<file path="config.mk">
export PLATFORM = sky130hd
export DESIGN_NAME = mpu_host_interface_select
export DESIGN_NICKNAME = d
export VERILOG_FILES = /design/src/host_if_pkg.sv /design/src/pin_sync3.sv /design/src/mpu_host_interface_select.sv
export SDC_FILE = /design/constraint.sdc
export NUM_CORES = 1
export LEC_CHECK = 0
export BUFFER_PORTS_ARGS = -buffer_cell sky130_fd_sc_hd__buf_2
export CORE_MARGIN = 3
export CORE_UTILIZATION = 54
export DETAILED_ROUTE_END_ITERATION = 16
export GPL_TIMING_DRIVEN = 0
export PLACE_DENSITY = 0.75
export SETUP_SLACK_MARGIN = 0.4
export SYNTH_ARGS = -nofsm -noshare
export SYNTH_HDL_FRONTEND = slang
export SYNTH_SLANG_ARGS = --single-unit
</file>
<file path="constraint.sdc">
create_clock -name sys_clk -period 2.2 [get_ports sys_clk]
set_input_delay 0.44 -clock sys_clk [delete_from_list [all_inputs] [get_ports sys_clk]]
set_output_delay 0.44 -clock sys_clk [all_outputs]
set_load 0.02 [all_outputs]
</file>
<file path="src/host_if_pkg.sv">
// Package: constants and types for the host interface select block
package host_if_pkg;

    // Interface variants chosen by the straps
    typedef enum logic [1:0] {
        IF_PAR80,
        IF_PAR68,
        IF_SER8,
        IF_SER9
    } iface_kind_e;

    // Strap codes {a,b,c}
    localparam logic [2:0] STRAP_P80_16 = 3'h7;
    localparam logic [2:0] STRAP_P80_8  = 3'h6;
    localparam logic [2:0] STRAP_P68_16 = 3'h4;
    localparam logic [2:0] STRAP_P68_8  = 3'h3;
    localparam logic [2:0] STRAP_SER9   = 3'h1;
    localparam logic [2:0] STRAP_SER8   = 3'h0;

    localparam int          DATA_W      = 16;
    localparam int          BYTE_W      = 8;
    localparam logic [3:0]  SER8_BITS   = 4'h8;
    localparam logic [3:0]  SER9_BITS   = 4'h9;
    localparam logic [3:0]  BITS_ZERO   = 4'h0;
    localparam logic [1:0]  SYNC_AGREE  = 2'h3;

    // Decoded transfer kinds
    typedef enum logic [1:0] {
        XF_CMD_WRITE,
        XF_DATA_WRITE,
        XF_STATUS_READ,
        XF_DATA_READ
    } xfer_kind_e;

    // Word handed to the core
    typedef struct packed {
        logic        isData;
        logic        wide;
        logic [15:0] word;
    } host_word_s;

    // Raw host pins
    typedef struct packed {
        logic        csN;
        logic        cmdDataSelect;
        logic        rdStrobe;
        logic        wrStrobe;
        logic        serData;
        logic        serClk;
        logic [15:0] dataIn;
    } host_pins_s;

endpackage

</file>
<file path="src/pin_sync3.sv">
// Three-stage synchroniser with agreement filter
`timescale 1ns/1ps
module pin_sync3
    import host_if_pkg::*;
#(
    parameter int WIDTH = 1
)(
    input  wire logic             sys_clk,
    input  wire logic             sys_rst,
    input  wire logic [WIDTH-1:0] pinIn,
    output logic      [WIDTH-1:0] pinOut
);
    logic [WIDTH-1:0] stage1_r;
    logic [WIDTH-1:0] stage2_r;
    logic [WIDTH-1:0] stage3_r;

    always_ff @(posedge sys_clk)
    begin
        if (sys_rst)
        begin
            stage1_r <= '0;
            stage2_r <= '0;
            stage3_r <= '0;
        end
        else
        begin
            stage1_r <= pinIn;
            stage2_r <= stage1_r;
            stage3_r <= stage2_r;
        end
    end

    // Change accepted once the later stages agree
    genvar g;
    generate
        for (g = 0; g < WIDTH; g++)
        begin : gAgree
            always_ff @(posedge sys_clk)
            begin
                if (sys_rst)
                    pinOut[g] <= 1'b0;
                else if ({stage2_r[g], stage3_r[g]} == SYNC_AGREE || {stage2_r[g], stage3_r[g]} == 2'h0)
                    pinOut[g] <= stage3_r[g];
            end
        end
    endgenerate
endmodule // pin_sync3

</file>
<file path="src/mpu_host_interface_select.sv">
// Host bus interface: strap-selected parallel 80/68 or serial 8/9-bit port
// Summary of operation
// - Three static straps pick interface variant
// - Strap codes map to six interfaces
// - Serial data sampled on host serial clock
// - Selector high data, low command
// - 9-bit serial ignores selector pin
// - 9-bit serial: first bit marks data or command
// - Drive bus and capture words only while chip select low; read ack also fires when chip select ends a read
// - Deselected: bus released, controls ignored
// - 80-style read low drives bus
// - 68-style strobe is active-high enable
// - 80-style write captured on rising edge
// - 68-style direction: high read, low write
// - Selector and direction decode transfer kind
// - Low reset level initialises block
`timescale 1ns/1ps
module mpu_host_interface_select
    import host_if_pkg::*;
(
    input  wire logic             sys_clk,
    input  wire logic             sys_rst,
    input  wire logic             ifaceStrapA,
    input  wire logic             ifaceStrapB,
    input  wire logic             ifaceStrapC,
    input  wire logic             resetNInput,
    input  wire host_pins_s       hostPins,
    input  wire logic [15:0]      readData,
    input  wire logic [15:0]      statusData,
    output logic [15:0]           dataOut,
    output logic [15:0]           dataOe,
    output host_word_s            wordOut,
    output logic                  wordValid,
    output logic                  dataReadAck,
    output logic                  coreReset,
    output logic [1:0]            ifaceKind,
    output logic                  busWide
);
    // =====================================================
    // Pin synchronisers
    // =====================================================
    localparam int SYNC_W = 8 + DATA_W;
    logic [SYNC_W-1:0] syncOut;
    logic              csN;
    logic              csSel;
    logic              cds;
    logic              rdS;
    logic              wrS;
    logic              sdi;
    logic              sck;
    logic              strA;
    logic              strB;
    logic              strC;
    logic              rstN;
    logic              rstLow;
    logic [15:0]       din;

    pin_sync3 #(.WIDTH(SYNC_W)) uSync (
        .sys_clk (sys_clk),
        .sys_rst (sys_rst),
        // Chip select and reset enter inverted so the cleared stages read as idle
        .pinIn   ({!hostPins.csN, hostPins.cmdDataSelect, hostPins.rdStrobe, hostPins.wrStrobe,
                   hostPins.serData, hostPins.serClk, ifaceStrapA, ifaceStrapB, ifaceStrapC,
                   !resetNInput, hostPins.dataIn[13:0]}),
        .pinOut  (syncOut)
    );

    // The two top data bits ride a second narrow synchroniser
    logic [1:0] dinHi;
    pin_sync3 #(.WIDTH(2)) uSyncHi (
        .sys_clk (sys_clk),
        .sys_rst (sys_rst),
        .pinIn   (hostPins.dataIn[15:14]),
        .pinOut  (dinHi)
    );

    assign {csSel, cds, rdS, wrS, sdi, sck, strA, strB, strC, rstLow} = syncOut[SYNC_W-1:14];
    assign csN  = !csSel;
    assign rstN = !rstLow;
    assign din = {dinHi, syncOut[13:0]};

    // =====================================================
    // Reset and strap capture
    // =====================================================
    logic        blkRst;
    logic [2:0]  strap_r;
    iface_kind_e kind_r;
    logic        wide_r;
    logic        rstSeen_r;
    logic [2:0]  settle_r;

    // Last settle count before the synchronised straps are valid
    localparam logic [2:0] SETTLE_LAST = 3'h4;

    assign blkRst = sys_rst || !rstN;

    // Straps caught while held in reset, frozen afterwards
    always_ff @(posedge sys_clk)
    begin
        if (sys_rst)
        begin
            strap_r   <= STRAP_SER8;
            rstSeen_r <= 1'b0;
            settle_r  <= '0;
        end
        else if (!rstN)
        begin
            strap_r   <= {strA, strB, strC};
            rstSeen_r <= 1'b1;
        end
        else if (!rstSeen_r)
        begin
            // Wait for the synchroniser to fill before trusting the straps
            settle_r <= settle_r + 3'h1;
            if (settle_r == SETTLE_LAST)
            begin
                strap_r   <= {strA, strB, strC};
                rstSeen_r <= 1'b1;
            end
        end
    end

    always_comb
    begin
        case (strap_r)
            STRAP_P80_16: begin kind_r = IF_PAR80; wide_r = 1'b1; end
            STRAP_P80_8:  begin kind_r = IF_PAR80; wide_r = 1'b0; end
            STRAP_P68_16: begin kind_r = IF_PAR68; wide_r = 1'b1; end
            STRAP_P68_8:  begin kind_r = IF_PAR68; wide_r = 1'b0; end
            STRAP_SER9:   begin kind_r = IF_SER9;  wide_r = 1'b0; end
            default:      begin kind_r = IF_SER8;  wide_r = 1'b0; end
        endcase
    end

    always_ff @(posedge sys_clk)
    begin
        if (sys_rst)
        begin
            ifaceKind <= IF_SER8;
            busWide   <= 1'b0;
            coreReset <= 1'b1;
        end
        else
        begin
            ifaceKind <= kind_r;
            busWide   <= wide_r;
            coreReset <= !rstN;
        end
    end

    // =====================================================
    // Parallel decode
    // =====================================================
    logic       isPar;
    logic       rdActive;
    logic       wrActive;
    logic       wrPrev_r;
    logic       rdPrev_r;
    logic       sel;

    assign isPar = (kind_r == IF_PAR80) || (kind_r == IF_PAR68);
    assign sel   = !csN;

    // 80: separate low strobes; 68: high enable plus direction
    always_comb
    begin
        case (kind_r)
            IF_PAR80:
            begin
                rdActive = sel && !rdS;
                wrActive = sel && !wrS;
            end
            IF_PAR68:
            begin
                rdActive = sel && rdS && wrS;
                wrActive = sel && rdS && !wrS;
            end
            default:
            begin
                rdActive = 1'b0;
                wrActive = 1'b0;
            end
        endcase
    end

    function automatic xfer_kind_e decode_xfer(input logic selHi, input logic isRead);
        case ({selHi, isRead})
            2'h3:    decode_xfer = XF_DATA_READ;
            2'h2:    decode_xfer = XF_DATA_WRITE;
            2'h1:    decode_xfer = XF_STATUS_READ;
            default: decode_xfer = XF_CMD_WRITE;
        endcase
    endfunction

    always_ff @(posedge sys_clk)
    begin
        if (blkRst)
        begin
            wrPrev_r <= 1'b0;
            rdPrev_r <= 1'b0;
        end
        else
        begin
            wrPrev_r <= wrActive;
            rdPrev_r <= rdActive;
        end
    end

    // Bus drive: whole read interval, low byte only when narrow
    always_ff @(posedge sys_clk)
    begin
        if (blkRst || !isPar || !rdActive)
        begin
            dataOe  <= '0;
            dataOut <= '0;
        end
        else
        begin
            dataOut <= (decode_xfer(cds, 1'b1) == XF_DATA_READ) ? readData : statusData;
            dataOe  <= wide_r ? 16'hffff : 16'h00ff;
        end
    end

    always_ff @(posedge sys_clk)
    begin
        if (blkRst)
            dataReadAck <= 1'b0;
        else
            dataReadAck <= rdPrev_r && !rdActive && isPar && cds;
    end

    // =====================================================
    // Serial shifter
    // =====================================================
    logic        sckPrev_r;
    logic [3:0]  bitCnt_r;
    logic [7:0]  shift_r;
    logic        frameCd_r;
    logic        isSer;
    logic        sckRise;
    logic [3:0]  frameBits;

    assign isSer     = (kind_r == IF_SER8) || (kind_r == IF_SER9);
    assign sckRise   = sck && !sckPrev_r;
    assign frameBits = (kind_r == IF_SER9) ? SER9_BITS : SER8_BITS;

    always_ff @(posedge sys_clk)
    begin
        if (blkRst)
            sckPrev_r <= 1'b0;
        else
            sckPrev_r <= sck;
    end

    // Deselect restarts the frame and drops a partial byte
    always_ff @(posedge sys_clk)
    begin
        if (blkRst || csN || !isSer)
        begin
            bitCnt_r  <= BITS_ZERO;
            shift_r   <= '0;
            frameCd_r <= 1'b0;
        end
        else if (sckRise)
        begin
            if (kind_r == IF_SER9 && bitCnt_r == BITS_ZERO)
                frameCd_r <= sdi;
            else
                shift_r <= {shift_r[6:0], sdi};
            bitCnt_r <= (bitCnt_r + 4'h1 == frameBits) ? BITS_ZERO : bitCnt_r + 4'h1;
        end
    end

    // =====================================================
    // Word output
    // =====================================================
    always_ff @(posedge sys_clk)
    begin
        if (blkRst)
        begin
            wordValid <= 1'b0;
            wordOut   <= '0;
        end
        else if (isPar && wrPrev_r && !wrActive && !csN)
        begin
            wordValid      <= 1'b1;
            wordOut.isData <= decode_xfer(cds, 1'b0) == XF_DATA_WRITE;
            wordOut.wide   <= wide_r;
            wordOut.word   <= wide_r ? din : {8'h00, din[7:0]};
        end
        else if (isSer && sckRise && !csN && bitCnt_r + 4'h1 == frameBits)
        begin
            wordValid      <= 1'b1;
            wordOut.isData <= (kind_r == IF_SER9) ? frameCd_r : cds;
            wordOut.wide   <= 1'b0;
            wordOut.word   <= {8'h00, shift_r[6:0], sdi};
        end
        else
            wordValid <= 1'b0;
    end

    // =====================================================
    // Checks
    // =====================================================
    a_bus_released: assert property (@(posedge sys_clk) disable iff (sys_rst)
        csN |=> dataOe == '0) else $error("bus driven while deselected");
    a_narrow_upper: assert property (@(posedge sys_clk) disable iff (sys_rst)
        !wide_r |-> dataOe[15:8] == 8'h00) else $error("upper byte driven in narrow mode");
    a_read_drive: assert property (@(posedge sys_clk) disable iff (sys_rst || !rstN)
        rdActive && isPar |=> dataOe != '0) else $error("read strobe not driving bus");
    a_ser_no_bus: assert property (@(posedge sys_clk) disable iff (sys_rst)
        isSer |=> dataOe == '0) else $error("bus driven in serial mode");
    a_reset_clear: assert property (@(posedge sys_clk) disable iff (sys_rst)
        !rstN |=> !wordValid && coreReset) else $error("word during reset");
    a_write_edge: assert property (@(posedge sys_clk) disable iff (sys_rst || !rstN)
        kind_r == IF_PAR80 && $past(rstN) && !csN && $past(csN) == 1'b0 && $rose(wrS) |=> wordValid)
        else $error("write edge lost");
    a_ser9_flag: assert property (@(posedge sys_clk) disable iff (sys_rst || !rstN)
        kind_r == IF_SER9 && !csN && sckRise && bitCnt_r + 4'h1 == frameBits |=> wordOut.isData == $past(frameCd_r))
        else $error("9-bit frame flag wrong");
    a_desel_idle: assert property (@(posedge sys_clk) disable iff (sys_rst)
        csN |=> !wordValid) else $error("word taken while deselected");
endmodule // mpu_host_interface_select

</file>
# --- Word-level counts from Yosys, hierarchy flattened ---
# Cells that the tools add are included.
totals:
  register_bits: 182
  latchBits: 0
  ramBits: 0
  rom_bits: 0
  in_bits: 60
  output_inout_bits: 56
  word_cells: 217
  mem_count: 0
classes:
  addsub: 2
  n_mul: 0
  div: 0
  order_cmp: 0
  eq_ne: 39
  shift: 0
  mux: 25
  bitwise: 4
  n_reduce_logical: 96
ops:
  columns: ["op", "n"]
  rows:
  - ["2-bit == test (second input constant)", 29]
  - ["2-bit zero test", 27]
  - ["16-bit two-way mux", 3]
  - ["18-bit two-way mux", 2]
  - ["1-bit logical OR", 33]
  - ["1-bit logical AND", 16]
  - ["3-bit == test (second input constant)", 4]
  - ["1-bit zero test", 10]
  - ["1-bit two-way mux", 9]
  - ["3-bit two-way mux", 3]
  - ["2-bit AND reduction", 4]
  - ["2-bit two-way mux", 3]
  - ["2-bit one-hot mux with 3 select lines", 1]
  - ["2-bit OR reduction", 3]
  - ["4-bit by 1-bit adder with 4-bit output (second input constant)", 1]
  - ["2-bit by 1-bit == test with 1-bit output (second input constant)", 2]
  - ["4-bit == test", 1]
  - ["4-bit zero test", 1]
  - ["4-bit two-way mux", 1]
  - ["1-bit NOT", 4]
  - ["1-bit one-hot mux with 2 select lines", 2]
  - ["2-bit one-hot mux with 2 select lines", 1]
  - ["2-bit nonzero test", 2]
  - ["3-bit by 1-bit adder with 3-bit output (second input constant)", 1]
  - ["other kinds (3)", 3]

# --- Longest topological paths before layout ---
depth:
  depth_word: 12
  mapped_depth: 8

# --- Modules after synthesis ---
# From an unflattened synthesis, not the netlist that was laid out.
unflattened:
  cells_unflattened: 544
  hier_area_um2: 5652.9
by_module_without_submodules:
  columns: ["mod", "instances", "cells_each", "area_each_um2", "seq_area_each_um2"]
  rows:
  - ["pin_sync3 at uSync", 1, 250, 2762.6, 1921.8]
  - ["mpu_host_interface_select", 1, 274, 2662.6, 1281.2]
  - ["pin_sync3 at uSyncHi", 1, 20, 227.7, 160.2]

# --- Least setup slack after synthesis ---
# Ideal clock, no wire load.
synth_path:
  kind: "register to register"
  startpoint: "register strap_r[0]"
  endpoint: "register wordOut[10] (netlist bit)"
  setup_ns: 0.117
  t_arrival_ns: 1.676
  required_time_ns: 2.083
  slack_ns: 0.407
  stages_incl_launch_ff: 8
  synth_period_minus_slack_ns: 1.793
  path_cell_list: "dfxtp_1 -> buf_6 -> mux2i_2 -> nand3_1 -> a2111o_1 -> nor2b_4 -> buf_6 -> a22o_1"
synth_between:
  elab_chain_len: 9
synth_lines:
  columns: ["element", "line", "rtl"]
  rows:
  - ["start, declared", "mpu_host_interface_select.sv:86", "logic [2:0] strap_r;"]
  - ["start signal, assigned", "mpu_host_interface_select.sv:108", "strap_r <= {strA, strB, strC};"]
  - ["start signal, assigned", "mpu_host_interface_select.sv:117", "strap_r <= {strA, strB, strC};"]
  - ["3-bit == test or 3-bit by 2-bit == test with 1-bit output (tied branches)", "mpu_host_interface_select.sv:125", "case (strap_r)"]
  - ["2-bit OR reduction (no line)", null, null]
  - ["2-bit one-hot mux with 3 select lines", "mpu_host_interface_select.sv:125", null]
  - ["2-bit by 1-bit == test with 1-bit output (tied with other cells)", "mpu_host_interface_select.sv:161, mpu_host_interface_select.sv:167", null]
  - ["1-bit one-hot mux with 2 select lines (tied with other cells)", "mpu_host_interface_select.sv:167", "case (kind_r)"]
  - ["1-bit zero test (tied with other cells)", "mpu_host_interface_select.sv:284", "else if (isPar && wrPrev_r && !wrActive && !csN)"]
  - ["1-bit logical AND, on equally long branches (2 in a row)", "mpu_host_interface_select.sv:284, mpu_host_interface_select.sv:291", null]
  - ["18-bit two-way mux or 2-bit nonzero test (tied branches)", null, null]
  - ["end, declared", "mpu_host_interface_select.sv:32", "output host_word_s wordOut,"]
# Several ways; a longest one is shown, not always the timed one.
# A chain may end at the register's enable or synchronous reset.

# --- Worst setup path in the final report ---
layout_path:
  startpoint: "register strap_r[1]"
  endpoint: "register wordOut[8] (netlist bit)"
# Same word-level chain as after synthesis.

==> summary.md <==
| Metric | Value |
|---|---|
| Routed Antenna Nets | `0` |
| CTS sink cnt | `168` |
| Syn_nets | `604` |
| Maximum clock rate | `529 MHz` |
| Post-Synthesis Cells | `540` |
| Crit path required time | `2.61 ns` |
| Commonest cells in the netlist | `dfxtp_1 (168), nor2b_1 (77), nand2_1 (42), nor2_1 (40), a21oi_1 (37)` |
| Crit path max-delay cell type | `a2111o_1` |
| Ys flop type | `dfxtp_1` |
| Final worst setup slack | `0.311 ns` |
| Pre-antenna DRT Iters | `7` |
| Clock Root Buffer | `clkbuf_8` |
| Synth area leaders | `dfxtp_1 (60%), nor2b_1 (8.6%), mux2i_1 (5.7%), a21oi_1 (3.3%), o21ai_0 (2.8%)` |
| Mapped Area | `5630 um^2` |
| Final setup fails | `0` |
| First-pass GRT wire length | `18300 um` |
| Mean Syn Cell Area | `10.4 um^2` |
| Seq/Total Area, Yosys | `59.7%` |
| Area share of the largest cell type after synthesis | `59.7%` |
| Finished Layout Cells | `833` |
| Dpl hpwl | `7620 um` |
| Pre-CTS WS | `-0.121 ns` |
| Final Power | `6470 uW` |
| Initial core utilization | `56.6%` |
| Asr flop ratio synth | `0%` |
| IO buf count | `115` |
| EDFF count, synth | `0` |
| Fin util | `72.9%` |
| Crit-path max FO | `7` |
| GPL Wtd Cong | `0.775` |
| Worst Skew | `0.0115 ns` |
| Yosys reg bits | `168` |
| CTS tree | `built` |
| Routed WL per cell | `13.7 um` |
| Count leader, synth | `dfxtp_1` |
| CP top delay family | `compound AO/OA/AOI/OAI gates` |
| RSZ-0062 raised after global routing | `yes` |
| Status | `finished, final reports clean` |
| Hold bufs inserted after CTS | `0` |
| Htree depth | `4` |
| HP Class | `in2reg` |
| Vias in the first global route | `3890` |
| Depth of the most critical reg-to-reg path | `7` |
| GRT Total Usage | `20.1%` |
| Core area | `9950 um^2` |
| Crit path capture type | `register` |
| GRT Residual Overflow | `0` |
| Worst-Skew Late Latency | `0.53 ns` |
| Row Count | `36` |
| Unique masters post-synth | `47` |
| Worst slew margin | `60.9%` |
| Max Buffers Root-to-Sink | `2` |
| Routed vias/inst | `4.93` |
| Arr. time, crit path | `2.30 ns` |
| Max-cap violations | `0` |
| Pwr dens | `892 nW/um^2` |
| Initial drt markers | `190` |
| TritonCTS buffer count | `17` |
| Clock slew at reported path FFs | `0.07 ns` |
| Total stage count of the critical path | `7` |
| Post-Place Cells | `788` |
| Critical path's most frequent cell | `buf_6` |
| DRT Wirelength | `11400 um` |
| Final slew viol count | `0` |
| Cells along the critical path | `buf_6, nor3b_4, xnor2_2, a2111o_1, nor2b_4, buf_6, a22o_1` |
| Hold Crit Depth | `2` |
| Post-layout nets | `751` |
| Setup Crit Path Kind | `reg2reg` |
| Area delta synth->final | `28.8%` |
| Post-route DRC | `0` |
| Crit path time final | `1.89 ns` |
| DIE AREA | `11700 um^2` |
| Pin count of the biggest net entering global routing | `19` |
| Die Span X | `108 um` |
| # IOs | `116` |
| Peak supply drop | `0.000882 V` |
| Area leader, netlist | `dfxtp_1` |
| Crit path buf inv count | `2` |
| Final Hold Viols | `0` |
| Largest stage delay, worst path | `0.41 ns` |
| ANT cells | `0` |
| Initial antenna violation count | `0` |
| Layout cell share with drive strength beyond 1 | `30.3%` |
| Startpoint types | `register` |
| Worst Tran Pin Value | `0.587 ns` |
| Via count | `4110` |
| Die Y | `108 um` |
| Final period utilization | `85.9%` |
| Leakage | `0.00305 uW` |
| Yosys warnings | `0` |
==> cell families (layout without fill, tap and decap cells) <==
logic type,Yosys count,in the layout,share of synthesized area (%)
xor+xnor,5,5,0.778
compound gates,96,96,10.4
simple gates,187,187,17.6
mux,33,33,5.93
buf+inv,47,207,4.62
flops,168,168,59.7
fa+ha+maj,4,4,0.889
==> layout by cell type (no fill, tap or decap), drive strengths merged, types with 2 or more instances in the layout <==
cell type / instances
dfxtp: 168
buf: 152
nor2b: 78
nand2: 42
nor2: 41
a21oi: 37
o21ai: 33
mux2i: 33
clkbuf: 30
inv: 16
a22o: 8
o2bb2ai: 8
nand3: 5
clkinv: 5
and2: 4
ha: 4
nand2b: 3
bufinv: 3
xnor2: 3
nor3: 3
xor2: 2
nand3b: 2
a21boi: 2
nor3b: 2
==> power by group <==
part	internal, uW	total, uW	leakage, uW	switching (uW)
clock	1810	3130	0.000311	1330
combinational	98.3	198	0.00137	99.9
sequential	3110	3140	0.00137	31.9
==> state kept, by name, indices dropped and copies added, names as in the netlist, 2 cells and up <==
signal,cells
strap_r,3
wordOut,18
uSync.pinOut,24
uSyncHi.stage1_r,2
uSync.stage3_r,24
uSync.stage1_r,24
uSyncHi.stage2_r,2
dataOut,16
dataOe,2
ifaceKind,2
bitCnt_r,4
shift_r,7
uSyncHi.stage3_r,2
uSyncHi.pinOut,2
uSync.stage2_r,24
settle_r,3
==> final timing paths <==
| path | slack (ns) | start | endpoint |
|---|---|---|---|
| worst max-delay path | 0.31 | strap_r[1] | wordOut[8] |
| worst min-delay path | 0.06 | resetNInput | uSync.stage1_r[14] |
| worst min register to register | 0.44 | uSync.stage1_r[10] | uSync.stage2_r[10] |
| worst max register to register | 0.31 | strap_r[1] | wordOut[8] |
==> worst register-to-register path: cells and delay by family, from the launching register on <==
family	cells	cell delay (ns)
xor gates and xnor gates	1	0.12
and+or+nand+nor	2	0.46
DFF	1	0.32
buffers and inverters	2	0.27
AOI/OAI and AO/OA	2	0.62
==> area by class of cell <==
class / count / area [um^2]
flip-flops and latches: 168 / 3380
fillers: 703 / 2700
multi-input cells: 325 / 2090
repair buffers: 128 / 689
clock buffers: 17 / 414
plain buffers: 37 / 250
clock inverters: 15 / 229
well taps: 133 / 166
inverters: 10 / 38.8
==> through the flow <==
step                cell area [um^2]  TNS, ns  hold slack, ns
CTS                             7160        0          0.0375
global placement                6370   -0.652           0.421
global route                    7250        0          0.0400
finish                          7250        0          0.0551
floorplan                       5630        0           0.414
detailed placement              6370    -1.18           0.423
==> metal layers <==
layer	up-vias	GRT usage [%]	share of wire (%)
met5	-	0	0
met4	0	8.12	2.3
met3	28	5.19	6.1
met2	135	34.1	49
met1	1865	24.4	43
li1	2082	-	-
==> repair_timing <==
action,CTS,global route
buffers inserted,7,5
pin swaps,5,14
endpoints found under the setup margin,38,45
gates resized for setup,24,22
gates cloned,1,0
(Power assumes the default switching activity.)
